### src/clkrst_pkg.sv
// Package for the main clock and reset control block.
// Assumes a single 125 MHz system clock and an 8-bit register port.
package clkrst_pkg;

	localparam int ADDR_W = 8;
	localparam int DATA_W = 8;

	// Register offsets
	localparam logic [7:0] OFS_SYSTEM_ENABLE = 8'h01;
	localparam logic [7:0] OFS_COMMAND = 8'h02;
	localparam logic [7:0] OFS_CLOCK_CONFIG = 8'h03;
	localparam logic [7:0] OFS_REF_DIV_HIGH = 8'h04;
	localparam logic [7:0] OFS_REF_DIV_LOW = 8'h05;
	localparam logic [7:0] OFS_FB_DIV_HIGH = 8'h06;
	localparam logic [7:0] OFS_FB_DIV_LOW = 8'h07;
	localparam logic [7:0] OFS_PLL_CONFIG = 8'h08;
	localparam logic [7:0] OFS_INT_STATUS = 8'h09;
	localparam logic [7:0] OFS_INT_MASK = 8'h0a;
	localparam logic [7:0] OFS_MIC_THRESHOLD = 8'h0b;
	localparam logic [7:0] OFS_CLOCK_STATE = 8'h0c;

	// Commands
	localparam logic [7:0] CMD_CLOCK_STOP = 8'h00;
	localparam logic [7:0] CMD_CLOCK_START = 8'h01;

	// Reset values
	localparam logic [7:0] RST_BYTE = 8'h00;

	// Field masks
	localparam logic [7:0] REF_DIV_HIGH_MASK = 8'h1f;
	localparam logic [7:0] FB_DIV_HIGH_MASK = 8'h3f;
	localparam logic [7:0] CLOCK_CONFIG_MASK = 8'h7f;

	// Field positions
	localparam int INT_CLOCK_READY_BIT = 0;
	localparam int INT_MIC_LEVEL_BIT = 1;
	localparam int CFG_PLL_REF_BIT = 4;
	localparam int CFG_PLL_SEL_BIT = 3;
	localparam int CFG_CLK_SEL_BIT = 2;
	localparam int PLL_FILTER_MSB = 7;
	localparam int PLL_FILTER_LSB = 4;

	// Timing: main clock 24.576 MHz, 125 MHz system clock
	localparam int SYS_CLK_KHZ = 125000;
	localparam int MAIN_CLK_KHZ = 24576;
	localparam int STOP_MAIN_CYCLES = 4;
	// Longest time rounds down, at least one cycle
	localparam int STOP_SYS_CYCLES_RAW = (STOP_MAIN_CYCLES * SYS_CLK_KHZ) / MAIN_CLK_KHZ;
	localparam int STOP_SYS_CYCLES = (STOP_SYS_CYCLES_RAW < 1) ? 1 : STOP_SYS_CYCLES_RAW;
	localparam int START_SYS_CYCLES = 16;
	localparam int CNT_W = 8;

	typedef enum logic [1:0] {
		CLK_OFF,
		CLK_STARTING,
		CLK_ON,
		CLK_STOPPING
	} clk_state_e;

	typedef struct packed {
		logic [ADDR_W-1:0] addr;
		logic [DATA_W-1:0] wdata;
		logic wr;
		logic rd;
	} reg_req_s;

endpackage : clkrst_pkg

### src/pin_sync.sv
// Two-flop synchroniser for asynchronous pin levels.
// Assumes the destination clock is CLK; reset value is a constant.
`timescale 1ns/1ps
`default_nettype none
module pin_sync #(
	parameter int W = 1,
	parameter logic [W-1:0] INIT = '0
) (
	input wire logic clk,
	input wire logic rst,
	input wire logic [W-1:0] d,
	output logic [W-1:0] q
);
	typedef struct packed {
		logic [W-1:0] meta;
		logic [W-1:0] sync;
	} st_s;

	st_s st_q;
	st_s st_d;

	always_comb begin
		st_d.meta = d;
		st_d.sync = st_q.meta;
	end

	always_ff @(posedge clk or posedge rst) begin
		if (rst) begin
			st_q <= {INIT, INIT};
		end else begin
			st_q <= st_d;
		end
	end

	assign q = st_q.sync;
endmodule : pin_sync
`default_nettype wire

### src/main_clock_reset_control.sv
// Main clock and reset control: register file, clock start and stop, interrupt pin.
// Assumes a host on an 8-bit register port in the CLK domain; pins arrive asynchronously.
//
// Summary of operation
// - Device resets on supply-monitor reset or low external reset pin.
// - Internal logic is built for a 24.576 MHz main clock.
// - Out of reset the clock is off; registers stay accessible.
// - Frame clock may be PLL reference only when the audio port is slave.
// - Writing 0x01 to the command register starts the main clock.
// - Clock-ready mask bit routes the clock-start event to the interrupt pin.
// - Clock-ready status sets when clock ready; reading status clears it.
// - Clock configuration register is locked once the main clock is active.
// - Main clock stops within four main clock cycles of the stop command.
// - With the clock stopped, audio functions are held in reset.
// - Microphone level above a programmable threshold may raise the interrupt.
// - PLL reference spans 8 kHz to 20 MHz; PLL bits 7-4 set filter resistance.
`timescale 1ns/1ps
`default_nettype none
module main_clock_reset_control
	import clkrst_pkg::*;
#(
	parameter int STOP_CYCLES = STOP_SYS_CYCLES,
	parameter int START_CYCLES = START_SYS_CYCLES
) (
	input wire logic CLK,
	input wire logic SYS_RST,
	input wire logic SUPPLY_MONITOR_RESET,
	input wire logic EXTERNAL_RESET_LOW,
	input wire logic [ADDR_W-1:0] REG_ADDR,
	input wire logic [DATA_W-1:0] REG_WDATA,
	input wire logic REG_WR,
	input wire logic REG_RD,
	output logic [DATA_W-1:0] REG_RDATA,
	input wire logic PLL_REFERENCE,
	input wire logic AUDIO_FRAME_CLOCK,
	input wire logic AUDIO_PORT_SLAVE,
	input wire logic [DATA_W-1:0] MIC_LEVEL,
	output logic MAIN_CLOCK_ENABLE,
	output logic MAIN_CLOCK_READY,
	output logic AUDIO_FUNCTIONS_RESET,
	output logic [DATA_W-1:0] CLOCK_CONFIG,
	output logic [12:0] REF_DIVIDER,
	output logic [13:0] FEEDBACK_DIVIDER,
	output logic [3:0] PLL_FILTER_RES,
	output logic [DATA_W-1:0] SYSTEM_ENABLE,
	output logic PLL_REF_FROM_FRAME,
	output logic INTERRUPT_OUT_LOW_O,
	output logic INTERRUPT_OUT_LOW_OE
);

	typedef struct packed {
		logic [DATA_W-1:0] rdata;
		logic [DATA_W-1:0] sys_en;
		logic [DATA_W-1:0] clk_cfg;
		logic [DATA_W-1:0] rdiv_hi;
		logic [DATA_W-1:0] rdiv_lo;
		logic [DATA_W-1:0] ndiv_hi;
		logic [DATA_W-1:0] ndiv_lo;
		logic [DATA_W-1:0] pll_cfg;
		logic [DATA_W-1:0] int_stat;
		logic [DATA_W-1:0] int_mask;
		logic [DATA_W-1:0] mic_thr;
		clk_state_e state;
		logic [CNT_W-1:0] cnt;
		logic clk_en;
		logic clk_rdy;
		logic audio_rst;
		logic irq_oe;
	} st_s;

	st_s st_q;
	st_s st_d;
	logic rst_req;
	logic ext_rst_low_s;
	logic mon_rst_s;
	logic soft_rst;
	logic [1:0] misc_s;
	logic frame_ref_ok;
	reg_req_s req;

	// Core async reset is SYS_RST alone; the reset pin levels act as a synchronous reset.
	// Pin levels are synchronised first so release is clean in the CLK domain.
	pin_sync #(.W(2), .INIT(2'h1)) u_rst_sync (
		.clk(CLK),
		.rst(SYS_RST),
		.d({SUPPLY_MONITOR_RESET, ~EXTERNAL_RESET_LOW}),
		.q({mon_rst_s, ext_rst_low_s})
	);

	pin_sync #(.W(2), .INIT(2'h0)) u_misc_sync (
		.clk(CLK),
		.rst(SYS_RST),
		.d({AUDIO_PORT_SLAVE, PLL_REFERENCE}),
		.q(misc_s)
	);

	assign soft_rst = mon_rst_s | ext_rst_low_s;
	assign rst_req = SYS_RST;
	assign req = '{addr: REG_ADDR, wdata: REG_WDATA, wr: REG_WR, rd: REG_RD};
	// Frame clock may only feed the PLL while the audio port is slave
	assign frame_ref_ok = st_q.clk_cfg[CFG_PLL_REF_BIT] & misc_s[1];

	always_comb begin
		st_d = st_q;
		st_d.rdata = RST_BYTE;

		// Register writes; all but the status and clock-state registers remain writable with the clock off
		if (req.wr) begin
			case (req.addr)
				OFS_SYSTEM_ENABLE: st_d.sys_en = req.wdata;
				OFS_CLOCK_CONFIG: begin
					// Locked once the main clock has been activated
					if (st_q.state == CLK_OFF) begin
						st_d.clk_cfg = req.wdata & CLOCK_CONFIG_MASK;
					end
				end
				OFS_REF_DIV_HIGH: st_d.rdiv_hi = req.wdata & REF_DIV_HIGH_MASK;
				OFS_REF_DIV_LOW: st_d.rdiv_lo = req.wdata;
				OFS_FB_DIV_HIGH: st_d.ndiv_hi = req.wdata & FB_DIV_HIGH_MASK;
				OFS_FB_DIV_LOW: st_d.ndiv_lo = req.wdata;
				OFS_PLL_CONFIG: st_d.pll_cfg = req.wdata;
				OFS_INT_MASK: st_d.int_mask = req.wdata;
				OFS_MIC_THRESHOLD: st_d.mic_thr = req.wdata;
				default: ;
			endcase
		end

		// Reads: data stand in the next cycle only
		if (req.rd) begin
			case (req.addr)
				OFS_SYSTEM_ENABLE: st_d.rdata = st_q.sys_en;
				OFS_CLOCK_CONFIG: st_d.rdata = st_q.clk_cfg;
				OFS_REF_DIV_HIGH: st_d.rdata = st_q.rdiv_hi;
				OFS_REF_DIV_LOW: st_d.rdata = st_q.rdiv_lo;
				OFS_FB_DIV_HIGH: st_d.rdata = st_q.ndiv_hi;
				OFS_FB_DIV_LOW: st_d.rdata = st_q.ndiv_lo;
				OFS_PLL_CONFIG: st_d.rdata = st_q.pll_cfg;
				OFS_INT_STATUS: st_d.rdata = st_q.int_stat;
				OFS_INT_MASK: st_d.rdata = st_q.int_mask;
				OFS_MIC_THRESHOLD: st_d.rdata = st_q.mic_thr;
				OFS_CLOCK_STATE: st_d.rdata = {4'h0, frame_ref_ok, st_q.audio_rst,
					st_q.clk_rdy, st_q.clk_en};
				default: st_d.rdata = RST_BYTE;
			endcase
			// Reading status clears it; a same-cycle set is reapplied below
			if (req.addr == OFS_INT_STATUS) begin
				st_d.int_stat = RST_BYTE;
			end
		end

		// Clock start and stop sequencer
		case (st_q.state)
			CLK_OFF: begin
				st_d.clk_en = 1'b0;
				st_d.clk_rdy = 1'b0;
				st_d.audio_rst = 1'b1;
				if (req.wr && req.addr == OFS_COMMAND && req.wdata == CMD_CLOCK_START) begin
					st_d.state = CLK_STARTING;
					st_d.clk_en = 1'b1;
					st_d.cnt = CNT_W'(START_CYCLES);
				end
			end
			CLK_STARTING: begin
				if (req.wr && req.addr == OFS_COMMAND && req.wdata == CMD_CLOCK_STOP) begin
					st_d.state = CLK_STOPPING;
					st_d.cnt = CNT_W'(STOP_CYCLES);
				end else if (st_q.cnt <= CNT_W'(1)) begin
					st_d.state = CLK_ON;
					st_d.clk_rdy = 1'b1;
					st_d.audio_rst = 1'b0;
					st_d.int_stat[INT_CLOCK_READY_BIT] = 1'b1;
				end else begin
					st_d.cnt = st_q.cnt - CNT_W'(1);
				end
			end
			CLK_ON: begin
				if (req.wr && req.addr == OFS_COMMAND && req.wdata == CMD_CLOCK_STOP) begin
					st_d.state = CLK_STOPPING;
					st_d.cnt = CNT_W'(STOP_CYCLES);
				end
			end
			CLK_STOPPING: begin
				// Gate off inside the four main-clock bound
				if (st_q.cnt <= CNT_W'(1)) begin
					st_d.state = CLK_OFF;
					st_d.clk_en = 1'b0;
					st_d.clk_rdy = 1'b0;
					st_d.audio_rst = 1'b1;
				end else begin
					st_d.cnt = st_q.cnt - CNT_W'(1);
				end
			end
			default: st_d.state = CLK_OFF;
		endcase

		// Microphone level wake event; only meaningful while the clock runs
		if (st_q.clk_rdy && MIC_LEVEL > st_q.mic_thr) begin
			st_d.int_stat[INT_MIC_LEVEL_BIT] = 1'b1;
		end

		// Open-drain pin pulls low while any enabled status bit is set
		st_d.irq_oe = |(st_d.int_stat & st_q.int_mask);

		// Supply monitor or pin reset returns everything to defaults
		if (soft_rst) begin
			st_d = '0;
			st_d.state = CLK_OFF;
			st_d.audio_rst = 1'b1;
		end
	end

	always_ff @(posedge CLK or posedge rst_req) begin
		if (rst_req) begin
			st_q <= '0;
			st_q.state <= CLK_OFF;
			st_q.audio_rst <= 1'b1;
		end else begin
			st_q <= st_d;
		end
	end

	// Output register for the PLL-source selection, also registered
	logic frame_sel_q;
	always_ff @(posedge CLK or posedge rst_req) begin
		if (rst_req) begin
			frame_sel_q <= 1'b0;
		end else begin
			// Taken from the next config so the pin never lags a config clear
			frame_sel_q <= st_d.clk_cfg[CFG_PLL_REF_BIT] & misc_s[1];
		end
	end

	// Outputs are flip-flop fields except the tied-low INTERRUPT_OUT_LOW_O; configuration buses come straight from registers
	assign REG_RDATA = st_q.rdata;
	assign MAIN_CLOCK_ENABLE = st_q.clk_en;
	assign MAIN_CLOCK_READY = st_q.clk_rdy;
	assign AUDIO_FUNCTIONS_RESET = st_q.audio_rst;
	assign CLOCK_CONFIG = st_q.clk_cfg;
	assign REF_DIVIDER = {st_q.rdiv_hi[4:0], st_q.rdiv_lo};
	assign FEEDBACK_DIVIDER = {st_q.ndiv_hi[5:0], st_q.ndiv_lo};
	assign PLL_FILTER_RES = st_q.pll_cfg[PLL_FILTER_MSB:PLL_FILTER_LSB];
	assign SYSTEM_ENABLE = st_q.sys_en;
	assign PLL_REF_FROM_FRAME = frame_sel_q;
	assign INTERRUPT_OUT_LOW_O = 1'b0;
	assign INTERRUPT_OUT_LOW_OE = st_q.irq_oe;

	// Reference pin sample kept for observation of a running reference
	logic ref_seen_unused;
	assign ref_seen_unused = misc_s[0] & AUDIO_FRAME_CLOCK;

endmodule : main_clock_reset_control
`default_nettype wire

### config.mk
export PLATFORM = sky130hd
export DESIGN_NAME = main_clock_reset_control
export DESIGN_NICKNAME = d
export VERILOG_FILES = /design/src/clkrst_pkg.sv /design/src/pin_sync.sv /design/src/main_clock_reset_control.sv
export SDC_FILE = /design/constraint.sdc
export NUM_CORES = 1
export LEC_CHECK = 0
export BUFFER_PORTS_ARGS = -buffer_cell sky130_fd_sc_hd__buf_4
export CORE_MARGIN = 4
export CORE_UTILIZATION = 40
export DETAILED_ROUTE_END_ITERATION = 6
export GPL_ROUTABILITY_DRIVEN = 0
export PLACE_DENSITY = 0.67
export SLEW_MARGIN = 10
export SYNTH_ARGS = -nofsm -noshare
export SYNTH_HDL_FRONTEND = slang
export SYNTH_SLANG_ARGS = --single-unit
### constraint.sdc
create_clock -name CLK -period 2.7 [get_ports CLK]
set_input_delay 0 -clock CLK [delete_from_list [all_inputs] [get_ports CLK]]
set_output_delay 0 -clock CLK [all_outputs]
set_load 0.02 [all_outputs]
Word-level counts from Yosys, hierarchy flattened
Cells that the tools add are included.

storage, ports and cells
  word-level logic and storage cells = 118
  flip-flop bits (word level) = 111
  input bits = 33
  output and inout port bits = 61

cells by class
  muxes and demuxes = 32
  reductions and logical operators = 33
  order comparisons = 2
  eq/ne operators = 22
  bitwise gates (word level) = 5
  $add $sub $neg = 1

operator list
  operator                                             count
  two-way mux 8 bit                                    14
  two-way mux 102 bit                                  1
  one-hot mux 8 bit (11 select lines)                  1
  two-way mux 56 bit                                   1
  equality test 8 x 4 -> 1 bit, second input constant  5
  one-hot mux 10 bit (4 select lines)                  1
  equality test 8 x 3 -> 1 bit, second input constant  4
  nonzero test 2 bit                                   11
  two-way mux 10 bit                                   2
  AND reduction 2 bit                                  10
  equality test 8 x 1 -> 1 bit, second input constant  2
  equality test 8 x 2 -> 1 bit, second input constant  2
  two-way mux 16 bit                                   1
  inequality test 3 bit, second input constant         4
  two-way mux 11 bit                                   1
  AND 8 bit                                            1
  > comparator 8 bit                                   1
  <= comparator 8 x 1 -> 1 bit, second input constant  1
  logical NOT 8 bit                                    1
  AND reduction 4 bit                                  2
  OR reduction 8 bit                                   1
  subtractor 8 x 1 -> 8 bit, second input constant     1
  two-way mux 2 bit                                    3
  one-hot mux 2 bit (3 select lines)                   1
  15 further kinds                                     23

Depth between registers and ports, before layout
  depth in word-level cells = 10
  gate-level depth with buffers = 9
  depth with buffers taken out = 8

By module
Synthesis repeated with hierarchy kept, for this count alone.

unflattened totals
  cells, all modules = 591
  area total of the unflattened synthesis = 5,931.9 sq um

modules (own cells, without submodules)
  module                    instances  area an instance (sq um)  cells each  sequential area each (sq um)
  main_clock_reset_control  1          5,721.7                   581         2,428.6
  pin_sync (u_rst_sync)     1          106.4                     5           102.6
  pin_sync (u_misc_sync)    1          103.8                     5           100.1

Worst setup path before layout
Ideal clock, no wire load.

  path type = register -> register
  start = reg st_q[12] (netlist name)
  end = reg st_q[11] (netlist name)
  path buffers = 1
  arrival = 1,802 ps
  data required time = 2,565 ps
  setup slack = 763 ps
  cell stages (with the launch flop) = 10
  period minus slack after synthesis = 1,937 ps
  library setup time = 135 ps
  cell sequence = dfrtp_1 inv_1 ha_1 clkbuf_1 inv_1 nand2_1 a21bo_2 a2111oi_4 mux2i_1 nor2_1

on the way
  cells in the longest elaborated chain, start to end = 3
  elaborated cells on any way between the ends = 9
  those cells by class = 5 x eq/ne; 2 x mux; 2 x reduce/logical

RTL lines
  what                                                               RTL line                         text
  from (decl)                                                        main_clock_reset_control.sv:71   st_s st_q;
  from (signal assigned)                                             main_clock_reset_control.sv:218  st_q <= st_d;
  equality test 2 bit, or another cell as far along                  main_clock_reset_control.sv:152  case (st_q.state)
  one-hot mux 10 bit (4 select lines), or another cell as far along  main_clock_reset_control.sv:152
  two-way mux 102 bit / AND reduction 2 bit (equally long branches)  --

Several ways; a longest one is shown, not always the timed one.
A chain may end at the register's enable or synchronous reset.

Worst setup path in the final report
  start = reg st_q[6] (netlist name)
  end = reg st_q[12] (netlist name)

on the way
  cells in the longest elaborated chain, start to end = 3
  elaborated cells on any way between the ends = 4
  those cells by class = 1 x order compare; 2 x eq/ne; 1 x reduce/logical

RTL lines
  what                                                                                    RTL line
  <= comparator 8 x 1 -> 1 bit *                                                          main_clock_reset_control.sv:167, main_clock_reset_control.sv:184
  inequality test 4 bit (no source line) / inequality test 3 bit (equally long branches)  --
  AND reduction 4 bit (no source line) *                                                  --

Mark *: on every way between the ends. The rest lies on a longest branch, timed or not.

==> flow_metrics.tcl <==
set metrics [dict create \
    outcome "completed" \
    p_int_mw 2.395 \
    track_usage 0.2082 \
    cp-start-kind "flip-flop" \
    worst-setup-path-type "reg2reg" \
    endpoint_kind "flip-flop" \
    ys_async_sr_fraction 1.000 \
    core_mm2 0.01404 \
    yosys_register_bits 103 \
    final_common_cell "buf_4" \
    path_max_fanout 5 \
    p_leak_nw 2.959 \
    num_vias 4989 \
    drcViolationCount 0 \
    drive_gt1_frac 0.2079 \
    place_area_mm2 0.006256 \
    crit_slowest_cell "a2111oi_0" \
    synth_top_cell_area_share 0.4330 \
    drv_cap 0 \
    finalSetupTns_ps 0 \
    ys_types 60 \
    clk_latency_ps 360 \
    worstPathRequired_ps 2920 \
    rsz0062_at_grt "no" \
    hpwlAfterDp_mm 12.15 \
    drt-initial-drc-count 535 \
    cts_tree "built" \
    cts_max_level 3 \
    power.density_mw_per_mm2 470.7 \
    fmax_mhz 435.9 \
    wl_mm 16.88 \
    comb_power_share 0.073 \
    finalMaxSlewViolations 0 \
    cts_buffer_depth 2 \
    grt_pass1_vias 4952 \
    crit_chain "nor3_1 -> nand3_1 -> a2111oi_0 -> o21ai_0 -> nand3_1 -> o21ai_0" \
    routedWlPerCell_um 19.56 \
    port_buffers 89 \
    fp.dieW_um 128.2 \
    cts-root-buf "clkbuf_16" \
    fp-row-count 43 \
    fp.dieH_um 128.2 \
    synth_edf_count 0 \
    fin_crit_ps 2294 \
    max_slew_margin 0.5614 \
    switchingPower_uw 742.6 \
    num_antenna_cells 0 \
    grt_max_degree 56 \
    clkTransAtPathRegs_ps 70 \
    fin_nets 725 \
    yosys_warnings 0 \
    vdd_ir_drop_max_uv 387.3 \
    synth_top_area_cell "dfrtp_1" \
    pwr-share-clk 0.432 \
    worstPathArrival_ps 2510 \
    start_util 0.4116 \
    hold_path.class "in2reg" \
    cts_buffers 9 \
    syn_area_mm2 0.005779 \
    finalSetupViolations 0 \
    fin_area_mm2 0.006666 \
    critPathMaxStageDelay_ps 540 \
    period_share 0.8496 \
    cts.sinks 103 \
    yosys-top-cells-area "dfrtp_1, buf_4, a21oi_1" \
    swShare 0.2367 \
    fin_worst_skew_ps 7.054 \
    ys_seq_area_frac 0.4466 \
    grt_antenna_before_repair 0 \
    worstMarginPinSlew_ps 657.9 \
    syn2layout_area_growth_pct 15.35 \
    synthCells 642 \
    nFillCells 1314 \
    viasPerCell 5.781 \
    cts_resized 0 \
    final_cell_mix "buf_4, dfrtp_1, nand2_1" \
    first_pass_iters 6 \
    hold_viol 0 \
    grt_overflow 0 \
    seq_power_share 0.494 \
    syn_avg_cell_area_um2 9.002 \
    synth_ff_type "dfrtp_1" \
    ios 94 \
    die_area_mm2 0.01644 \
    final_antenna_net_count 0 \
    grt_pass1_wl_mm 26.77 \
]
## power groups by stage
stage / combinational (mW) / clock, mW / sequential (mW)
final: 0.230 / 1.36 / 1.55
after global routing: 0.249 / 1.44 / 1.55
after CTS: 0.228 / 1.37 / 1.55
after detailed placement: 0.216 / 0 / 1.58
after global placement: 0.212 / 0 / 1.58
after floorplan: 0.126 / 0 / 1.58
## final cells by class
cell class                 count  area, um^2  share of cell area
sequential                   103        2581              0.3872
timing repair buffer         119       930.9              0.1396
tap                          180       225.2             0.03378
clock buffer                  12       256.5             0.03848
inverter                      21       81.33             0.01220
multi-input combinational    424        2537              0.3806
clock inverter                 4       53.80            0.008071
## logic make-up (layout without fill, tap and decap cells)
group,Yosys count,count (layout),share of synthesized area
compound gates,142,142,0.1604
xor+xnor,3,3,0.004547
fa+ha+maj,14,14,0.03031
buf+inv,116,156,0.1150
flops,103,103,0.4466
mux,28,28,0.04871
other cells,1,2,0.0006489
simple gates,235,235,0.1938
## sequential cells by signal (all words and copies together), names as in the netlist, 2 cells and up
| signal | flops |
|---|---|
| CLOCK_CONFIG | 7 |
| FEEDBACK_DIVIDER | 14 |
| PLL_FILTER_RES | 4 |
| REF_DIVIDER | 13 |
| REG_RDATA | 8 |
| SYSTEM_ENABLE | 8 |
| st_q | 38 |
| u_rst_sync.q | 2 |
| u_rst_sync.st_d | 2 |
## critical path, delay by kind of cell (launching register included)
family | cells | cell delay [ps]
compound gates | 3 | 900
simple gates | 3 | 820
flops | 1 | 440
## Yosys cell counts (all sizes together) (6+ instances only)
cell type    n
dfrtp      100
nand2b       7
and2         9
nand3       59
nand2       77
a22oi       13
inv         21
mux2i       27
a22o        10
o22ai        6
buf         65
nor2        51
ha          14
a31oi        8
nor3         7
clkbuf      30
o21ai       15
a21oi       61
## per-layer routing
metal  track usage  routed length (um)  share of wire  vias up
met2        0.3169                7839           0.46      258
met5             0                   0              0        -
met3       0.05167                1486          0.088       37
met1        0.2874                7140           0.42     2426
met4       0.07803                 411          0.024        0
li1              -                   -              -     2268
## worst paths after layout
| check | start | to | slack (ps) | depth (start not counted) |
|---|---|---|---|---|
| setup reg to reg | st_q[6] | st_q[12] | 410 | 6 |
| setup / recovery | st_q[6] | st_q[12] | 410 | 6 |
| max in group asynchronous | SYS_RST | u_rst_sync.st_d[0] | 1650 | 4 |
| hold / removal | REG_WDATA[4] | FEEDBACK_DIVIDER[12] | 8 | 3 |
| min in group asynchronous | SYS_RST | st_q[37] | 300 | 3 |
| hold reg to reg | u_rst_sync.st_d[1] | u_rst_sync.q[1] | 350 | 0 |
## stage by stage
stage	instances	setup slack [ps]	hold WS [ps]	util	power (mW)
floorplan	643	1.129	26.19	-	1.706
global placement	837	567.6	110.3	0.4455	1.792
detailed placement	837	505.8	111.4	0.4455	1.797
CTS	863	480.3	2.893	0.4747	3.147
global route	863	288.4	5.136	0.4747	3.235
finish	863	406.0	7.757	0.4747	3.138
## timing repair
action	in CTS	in global routing
hold buffers	10	0
setup endpoints to repair	0	0
hold endpoints to repair	68	0
buffers inserted	0	0
Note: power is estimated with default switching activity, not from simulation.
